File: config.mk
export PLATFORM = sky130hd
export DESIGN_NAME = rx_performance_monitor_counters
export DESIGN_NICKNAME = d
export VERILOG_FILES = /design/src/core/performance_monitor_pkg.sv /design/src/core/err_counter.sv /design/src/core/rx_performance_monitor_counters.sv
export VERILOG_INCLUDE_DIRS = /design/src /design/src/core
export SDC_FILE = /design/constraint.sdc
export NUM_CORES = 1
export LEC_CHECK = 0
export BUFFER_PORTS_ARGS = -buffer_cell sky130_fd_sc_hd__buf_2
export CAP_MARGIN = 20
export CORE_ASPECT_RATIO = 2
export CORE_MARGIN = 3
export CORE_UTILIZATION = 35
export DETAILED_ROUTE_END_ITERATION = 16
export PLACE_DENSITY = 0.57
export SYNTH_ARGS = -nofsm -noshare
export SYNTH_HDL_FRONTEND = slang
export SYNTH_HIERARCHICAL = 1
export SYNTH_SLANG_ARGS = --single-unit
File: constraint.sdc
create_clock -name ref_clk -period 2.1 [get_ports ref_clk]
set_input_delay 0.315 -clock ref_clk [delete_from_list [all_inputs] [get_ports ref_clk]]
set_output_delay 0.315 -clock ref_clk [all_outputs]
set_load 0.05 [all_outputs]
File: src/core/performance_monitor_cfg.svh
// Purpose: Offsets, field positions, reset values for the receive error counters
// Assumes: Byte-wide register port, word index equals printed low offset
// Notes: The channel digit of the address is decoded outside this block
`ifndef PERFORMANCE_MONITOR_CFG_SVH
`define PERFORMANCE_MONITOR_CFG_SVH
`define FAE_LOW_OFFSET 12'h903
`define SEF_OFFSET 12'h904
`define CRC_HIGH_OFFSET 12'h905
`define CRC_LOW_OFFSET 12'h906
`define IRQ_STATUS_OFFSET 12'h910
`define IRQ_MASK_OFFSET 12'h911
`define CNT_RESET 16'h0000
`define MASK_RESET 8'h00
`define EV_FAE_BIT 0
`define EV_SEF_BIT 1
`define EV_CRC_BIT 2
`define EV_WIDTH 3
`endif

File: src/core/performance_monitor_pkg.sv
// Purpose: Types shared by the counter bank
// Assumes: Nothing
// Notes: Constants live in performance_monitor_cfg.svh
package performance_monitor_pkg;
   typedef logic [11:0] addr_t;
   typedef logic [7:0] byte_t;
endpackage : performance_monitor_pkg

File: src/core/err_counter.sv
// Purpose: One saturating clear-on-read event counter with lower-byte snapshot at upper read
// Assumes: Reads of upper and lower byte are single-cycle strobes
// Notes: An event in a full clearing cycle is kept as a count of one; at an upper read with WIDTH over 8 it adds to the kept lower byte
`include "performance_monitor_cfg.svh"
module err_counter #(
   parameter int WIDTH = 16
) (
   input wire logic ref_clk, // Clock
   input wire logic rst, // Async reset
   input wire logic event_in, // One-cycle event pulse
   input wire logic rd_high, // Upper byte read strobe
   input wire logic rd_low, // Lower byte read strobe
   output logic [WIDTH-1:0] count, // Live count
   output logic [7:0] low_snap // Lower byte held at upper read
);
   logic [WIDTH-1:0] cnt_ff;
   logic [7:0] snap_ff;
   logic [WIDTH-1:0] nxt_cnt;
   logic [WIDTH-1:0] base;

   // Clear-on-read base; saturating so a long gap never wraps to a small number
   always_comb
   begin
      base = (rd_low || (WIDTH <= 8 && rd_high)) ? '0 : cnt_ff;
      if (WIDTH > 8 && rd_high)
         base = cnt_ff & WIDTH'(16'h00ff); // upper cleared, lower kept
      nxt_cnt = base;
      if (event_in && base != '1)
         nxt_cnt = base + 1'b1; // event in clearing cycle survives
   end

   // Count register
   always_ff @(posedge ref_clk or posedge rst)
   begin
      if (rst)
         cnt_ff <= '0;
      else
         cnt_ff <= nxt_cnt;
   end

   // Lower byte frozen at upper read so both halves come from one instant
   always_ff @(posedge ref_clk or posedge rst)
   begin
      if (rst)
         snap_ff <= 8'h00;
      else if (rd_high)
         snap_ff <= cnt_ff[7:0];
   end

   assign count = cnt_ff;
   assign low_snap = snap_ff;

   cnt_clear_a: assert property (@(posedge ref_clk) disable iff (rst)
      rd_low && !event_in |=> cnt_ff == '0) else $error("count not cleared on read");
   cnt_keep_a: assert property (@(posedge ref_clk) disable iff (rst)
      rd_low && event_in |=> cnt_ff == 1) else $error("event lost on clear");
endmodule : err_counter

File: src/core/rx_performance_monitor_counters.sv
// Contract
// - Framing alignment errors accumulate in a 16-bit counter whose low byte has its own register.
// - Each counter shows events since its last read and reading resets it.
// - A 16-bit counter is fully cleared by an upper read followed by a lower read.
// - Severely errored frames are counted in an 8-bit clear-on-read counter.
// - A severely errored frame is two consecutive errored alignment signals with no loss of frame.
// - CRC-4 sync bit errors accumulate in a 16-bit counter readable as two adjacent bytes.
//
// Purpose: Receive performance monitor error counter bank with interrupt
// Assumes: Framer pulses are synchronous to ref_clk, one cycle per event
// Notes: Read data stands only in the cycle after the read strobe
`include "performance_monitor_cfg.svh"
module rx_performance_monitor_counters #(
   parameter int CNT_WIDTH = 16,
   parameter int SEF_WIDTH = 8
) (
   input wire logic ref_clk, // 125 MHz clock
   input wire logic rst, // Async reset, active high
   input wire performance_monitor_pkg::addr_t addr, // Register address
   input wire performance_monitor_pkg::byte_t wr_data, // Write data
   input wire logic wr_en, // Write strobe
   input wire logic rd_en, // Read strobe
   output performance_monitor_pkg::byte_t rd_data, // Read data, one cycle later
   input wire logic fas_err, // Errored frame alignment signal flag, valid with fas_check
   input wire logic fas_check, // Alignment signal checked this cycle
   input wire logic loss_of_frame, // Loss of frame level from framer
   input wire logic crc_sync_err, // CRC-4 sync bit error pulse
   output logic irq // Level interrupt
);
   logic rd_fae_low, rd_sef, rd_crc_high, rd_crc_low;
   logic [CNT_WIDTH-1:0] fae_cnt, crc_cnt;
   logic [SEF_WIDTH-1:0] sef_cnt;
   logic [7:0] fae_snap, crc_snap, sef_snap_unused;
   logic prev_fas_err_ff;
   logic sef_event;
   performance_monitor_pkg::byte_t rd_data_ff;
   performance_monitor_pkg::byte_t nxt_rd_data;
   logic [`EV_WIDTH-1:0] status_ff, mask_ff, events;
   logic irq_ff;

   // Read strobes per counter
   assign rd_fae_low = rd_en && addr == `FAE_LOW_OFFSET;
   assign rd_sef = rd_en && addr == `SEF_OFFSET;
   assign rd_crc_high = rd_en && addr == `CRC_HIGH_OFFSET;
   assign rd_crc_low = rd_en && addr == `CRC_LOW_OFFSET;

   // Two errored checks in a row; a loss of frame swallows the pair
   always_ff @(posedge ref_clk or posedge rst)
   begin
      if (rst)
         prev_fas_err_ff <= 1'b0;
      else if (loss_of_frame)
         prev_fas_err_ff <= 1'b0;
      else if (fas_check)
         prev_fas_err_ff <= fas_err && !sef_event; // no overlap of pairs
   end
   assign sef_event = fas_check && fas_err && prev_fas_err_ff && !loss_of_frame;

   // Framing alignment counter; upper byte not mapped, so no upper read reaches it
   err_counter #(.WIDTH(CNT_WIDTH)) u_fae (
      .ref_clk(ref_clk),
      .rst(rst),
      .event_in(fas_check && fas_err),
      .rd_high(1'b0),
      .rd_low(rd_fae_low),
      .count(fae_cnt),
      .low_snap(fae_snap)
   );

   err_counter #(.WIDTH(SEF_WIDTH)) u_sef (
      .ref_clk(ref_clk),
      .rst(rst),
      .event_in(sef_event),
      .rd_high(rd_sef),
      .rd_low(1'b0),
      .count(sef_cnt),
      .low_snap(sef_snap_unused)
   );

   err_counter #(.WIDTH(CNT_WIDTH)) u_crc (
      .ref_clk(ref_clk),
      .rst(rst),
      .event_in(crc_sync_err),
      .rd_high(rd_crc_high),
      .rd_low(rd_crc_low),
      .count(crc_cnt),
      .low_snap(crc_snap)
   );

   // Read mux; unmapped addresses read zero
   always_comb
   begin
      nxt_rd_data = 8'h00;
      if (!rd_en)
         nxt_rd_data = 8'h00;
      else if (addr == `FAE_LOW_OFFSET)
         nxt_rd_data = fae_cnt[7:0];
      else if (addr == `SEF_OFFSET)
         nxt_rd_data = 8'(sef_cnt);
      else if (addr == `CRC_HIGH_OFFSET)
         nxt_rd_data = crc_cnt[15:8];
      else if (addr == `CRC_LOW_OFFSET)
         nxt_rd_data = crc_snap; // valid only after upper read
      else if (addr == `IRQ_STATUS_OFFSET)
         nxt_rd_data = 8'(status_ff);
      else if (addr == `IRQ_MASK_OFFSET)
         nxt_rd_data = 8'(mask_ff);
   end

   // Read data register, zero outside the answer cycle
   always_ff @(posedge ref_clk or posedge rst)
   begin
      if (rst)
         rd_data_ff <= 8'h00;
      else
         rd_data_ff <= nxt_rd_data;
   end
   assign rd_data = rd_data_ff;

   // Sticky status; set beats write-one-to-clear
   assign events = {crc_sync_err, sef_event, fas_check && fas_err};
   always_ff @(posedge ref_clk or posedge rst)
   begin
      if (rst)
         status_ff <= '0;
      else if (wr_en && addr == `IRQ_STATUS_OFFSET)
         status_ff <= (status_ff & ~wr_data[`EV_WIDTH-1:0]) | events;
      else
         status_ff <= status_ff | events;
   end

   // Mask register, one enables the source
   always_ff @(posedge ref_clk or posedge rst)
   begin
      if (rst)
         mask_ff <= `EV_WIDTH'(`MASK_RESET);
      else if (wr_en && addr == `IRQ_MASK_OFFSET)
         mask_ff <= wr_data[`EV_WIDTH-1:0];
   end

   // Registered interrupt, lags status by one cycle
   always_ff @(posedge ref_clk or posedge rst)
   begin
      if (rst)
         irq_ff <= 1'b0;
      else
         irq_ff <= |(status_ff & mask_ff);
   end
   assign irq = irq_ff;

   // Checks
   sef_pair_a: assert property (@(posedge ref_clk) disable iff (rst)
      sef_event |-> fas_err && !loss_of_frame && prev_fas_err_ff) else $error("bad sef event");
   sef_clear_a: assert property (@(posedge ref_clk) disable iff (rst)
      rd_sef && !sef_event |=> sef_cnt == 0) else $error("sef not cleared");
   fae_read_a: assert property (@(posedge ref_clk) disable iff (rst)
      rd_fae_low |=> rd_data == $past(fae_cnt[7:0])) else $error("fae low wrong");
   crc_high_a: assert property (@(posedge ref_clk) disable iff (rst)
      rd_crc_high && !(crc_sync_err && crc_cnt[7:0] == 8'hff) |=>
      rd_data == $past(crc_cnt[15:8]) && crc_cnt[15:8] == 8'h00) else $error("crc high");
   crc_snap_a: assert property (@(posedge ref_clk) disable iff (rst)
      rd_crc_high ##1 rd_crc_low |=> rd_data == $past(crc_snap)) else $error("crc snap");
   crc_seq_a: assert property (@(posedge ref_clk) disable iff (rst)
      rd_crc_high ##1 (rd_crc_low && !crc_sync_err) |=> crc_cnt == 0) else $error("crc not cleared");
   crc_count_a: assert property (@(posedge ref_clk) disable iff (rst)
      crc_sync_err && !rd_en && crc_cnt != 16'hffff |=> crc_cnt == $past(crc_cnt) + 16'h0001)
      else $error("crc miss");
   rd_idle_a: assert property (@(posedge ref_clk) disable iff (rst)
      !rd_en |=> rd_data == 8'h00) else $error("read data outside answer");
   irq_level_a: assert property (@(posedge ref_clk) disable iff (rst)
      |(status_ff & mask_ff) |=> irq) else $error("irq missing");

   // Counting checks; saturation excluded since a full counter holds its value
   sef_count_a: assert property (@(posedge ref_clk) disable iff (rst)
      sef_event && !rd_sef && sef_cnt != '1 |=> sef_cnt == $past(sef_cnt) + 1'b1)
      else $error("sef miss");
   fae_count_a: assert property (@(posedge ref_clk) disable iff (rst)
      fas_check && fas_err && !rd_fae_low && fae_cnt != '1 |=> fae_cnt == $past(fae_cnt) + 1'b1)
      else $error("fae miss");

   // Clear check and read-value check for the single-byte mapped counters
   fae_clear_a: assert property (@(posedge ref_clk) disable iff (rst)
      rd_fae_low && !(fas_check && fas_err) |=> fae_cnt == 0) else $error("fae not cleared");
   sef_read_a: assert property (@(posedge ref_clk) disable iff (rst)
      rd_sef |=> rd_data == $past(8'(sef_cnt))) else $error("sef read wrong");

   // Lower byte answers from the snapshot, and an event on the clear is kept
   crc_low_a: assert property (@(posedge ref_clk) disable iff (rst)
      rd_crc_low |=> rd_data == $past(crc_snap)) else $error("crc low wrong");
   crc_keep_a: assert property (@(posedge ref_clk) disable iff (rst)
      rd_crc_low && crc_sync_err |=> crc_cnt == 16'h0001) else $error("crc event lost");

   // Interrupt side: status sets on events, mask loads, irq drops with no enabled source
   status_set_a: assert property (@(posedge ref_clk) disable iff (rst)
      events != '0 |=> (status_ff & $past(events)) == $past(events)) else $error("status not set");
   mask_load_a: assert property (@(posedge ref_clk) disable iff (rst)
      wr_en && addr == `IRQ_MASK_OFFSET |=> mask_ff == $past(wr_data[`EV_WIDTH-1:0]))
      else $error("mask not loaded");
   irq_drop_a: assert property (@(posedge ref_clk) disable iff (rst)
      !(|(status_ff & mask_ff)) |=> !irq) else $error("irq stuck");
   crc_keep_c: cover property (@(posedge ref_clk) rd_crc_low && crc_sync_err);
   sef_lof_c: cover property (@(posedge ref_clk) fas_check && fas_err && prev_fas_err_ff && loss_of_frame);
   sef_cov_c: cover property (@(posedge ref_clk) sef_event);
   crc_seq_c: cover property (@(posedge ref_clk) rd_crc_high ##1 rd_crc_low);
   irq_cov_c: cover property (@(posedge ref_clk) $rose(irq));
endmodule : rx_performance_monitor_counters

==> metrics.md <==
| Metric | Value |
|---|---|
| Status | `finished, violations left` |
| Failing checks | `negative setup slack` |
| Sequential power share | `45.5%` |
| Post-route cell area | `4932 um^2` |
| Die X-Extent | `77.91 um` |
| Final Critical Period | `approximately 2.3 ns` |
| Psw | `~0.97 mW` |
| Largest net degree at the start of global routing | `25` |
| FILL cells | `around 900` |
| Total of max-cap violations | `0` |
| Total wire length | `9886 um` |
| Critical path data arrival time | `between 2 and 3 ns` |
| Inserted Diodes | `0` |
| Slew Limit Headroom | `54.31%` |
| Worst setup margin | `-0.1794 ns` |
| Initial Util | `~37%` |
| Leakage | `between 2 and 2.5 nW` |
| Grt met1 use | `17.23%` |
| Max-slew violation count | `0` |
| Setup violators final | `14` |
| Via Count | `3204` |
| VDD IR max | `602.1 uV` |
| WP buf/inv | `2` |
| Total stage count of the critical path | `9` |
| CP Max Fanout | `7` |
| Clk sinks | `64` |
| Grt peak-use layer | `met2` |
| Die H | `149.8 um` |
| Vias/cell | `approximately 5.4` |
| Synthesized instance count | `367` |
| GP Congestion | `approximately 0.83` |
| RSZ-0062 raised after global routing | `true` |
| Ys Warns | `6` |
| Placed cell area | `4404 um^2` |
| Post-Syn Area | `about 3600 um^2` |
| Fmax | `0.4387 GHz` |
| Met3 Use GR | `under 10%` |
| Synthesis-to-layout area growth | `36.26%` |
| Slowest-stage cell, CP | `or4b_4` |
| Crit path max-delay family | `simple AND/OR/NAND/NOR gates` |
| Dpl ws | `-0.5688 ns` |
| Initial antenna violation count | `0` |
| Clock tree buffer depth | `2` |
| Clock slew at reported path FFs | `approximately 0.050 ns` |
| Critical Path Max Stage Delay | `0.55 ns` |
| Critical path class | `in2reg` |
| Min-Delay Path Depth | `2` |
| Clock group share of total power | `41.1%` |
| Final HPWL DP | `7768 um` |
| CP endpoint kind | `flip-flop` |
| Switch share | `27.69%` |
| Grt ovf | `0` |
| Int Power | `2.528 mW` |
| Startpoint Class | `primary input` |
| Hold WC Path Type | `in2reg` |
| Row count | `51` |
| CP Cell Sequence | `buf_6, or4b_4, nor3b_4, and3_4, nor2b_4, or3_4, buf_4, nor4_4, mux2i_1` |
| Avg Synthesized Cell Area | `9.863 um^2` |
| PortBufs | `31` |
| Clock latency on the worst-skew pair | `around 0.33 ns` |
| Detailed-route DRC error count | `0` |
| H-tree levels | `3` |
| Root Driver | `clkbuf_16` |
| Worst-margin pin slew | `about 0.68 ns` |
| Final hold viol count | `0` |
| First drt pass iteration count | `4` |
| Reg2Reg Depth | `4` |
| Nets | `483` |
| Initial drt markers | `120` |
| Required @ worst endpoint | `2.34 ns` |
| Placed insts | `568` |
| Global-route wire length before repair | `16100 um` |
| Global Route met2 Usage | `33.81%` |
| TritonCTS clock tree | `done` |
| Placeable Area | `9891 um^2` |
| Layout cells sized above 1 | `35.08%` |
| Logic pwr share | `13.4%` |
| Routed WL per cell | `16.73 um` |
| IO Count | `37` |
| Tot GR Track Use | `17.66%` |
| Finished Layout Cells | `591` |
| Die area | `11670 um^2` |
| Tcrit/Tclk final | `108.5%` |
| Vias in the first global route | `approximately 3400` |
| Worst Skew | `roughly 0.0062 ns` |
| Total CTS buffers | `9` |
| DRT antenna net count | `0` |
| PwrDens | `708.8 nW/um^2` |
## final timing paths
check | startpoint | end | slack, ns
worst max-delay path | addr[9] | u_crc/count[14] | -0.18
worst min-delay path | loss_of_frame | prev_fas_err_ff | 0.15
worst max register to register | u_crc/count[0] | u_crc/count[9] | 0.11
worst min register to register | status_ff[2] | status_ff[2] | 0.51
max in group asynchronous | rst | u_fae/count[8] | 0.99
min in group asynchronous | rst | u_sef/count[2] | 0.52
## state kept, by name (all words and copies together), names as in the netlist
signal / count
u_crc/count: 16
u_fae/count: 16
rd_data: 8
u_crc/low_snap: 8
u_sef/count: 8
mask_ff: 3
status_ff: 3
irq: 1
prev_fas_err_ff: 1
## cell type report
type,count,area [um^2],share of cell area (%)
inverter,9,33.78,0.6849
clock buffer,11,242.7,4.921
tap,132,165.2,3.349
multi-input combinational,287,2238,45.38
sequential,64,1602,32.47
timing repair buffer,84,605.6,12.28
clock inverter,4,45.04,0.9132
## power groups by stage
| stage | combinational, mW | sequential, mW | clock [mW] |
|---|---|---|---|
| floorplan | 0.308 | 1.53 | 0 |
| global placement | 0.430 | 1.60 | 0 |
| detailed placement | 0.437 | 1.61 | 0 |
| CTS | 0.459 | 1.59 | 1.48 |
| global route | 0.520 | 1.61 | 1.54 |
| finish | 0.468 | 1.59 | 1.44 |
## metrics by stage
step | TNS [ns] | utilization, % | hold WS [ns] | power [mW]
detailed placement | -13.45 | 44.53 | 0.3258 | 2.044
finish | -1.130 | 49.87 | 0.1492 | 3.496
floorplan | -9.140 | - | 0.1307 | 1.834
global route | -2.308 | 49.87 | 0.1463 | 3.679
global placement | -13.12 | 44.53 | 0.3137 | 2.029
CTS | -1.007 | 48.91 | 0.1344 | 3.527
## layout by cell type, fill, tap and decap left out, types with 4 or more instances in the layout
cell type and n:
a211oi_1 6, a21o_1 4, a21oi_1 11, a22oi_1 6
a31oi_1 5, and3_1 8, and4_1 4, buf_2 30
buf_4 45, buf_6 6, clkbuf_16 9, conb_1 11
dfrtp_1 64, inv_1 9, mux2_2 14, mux2i_1 17
nand2_1 41, nand2b_1 7, nand3_1 12, nand3b_1 4
nand4_1 6, nor2_1 6, nor2b_1 10, nor3_1 6
nor4_4 6, o21ai_0 7, o2bb2ai_1 5, or2_2 4
or3_1 8, xnor2_1 6
## layer usage
layer  share of wire [%]  vias to the layer above
li1                    -                     1549
met1                  36                     1576
met2                  58                       55
met3                 2.6                       24
met4                 3.3                        0
met5                   0                        -
## what timing repair did
item	in CTS	in global routing
endpoints found under the hold margin	8	0
gates resized for setup	19	14
buffers inserted	3	3
pin swaps	2	4
gates cloned	1	0
hold buffers	1	0
endpoints found under the setup margin	23	23
Note: power is estimated with default switching activity, not from simulation.
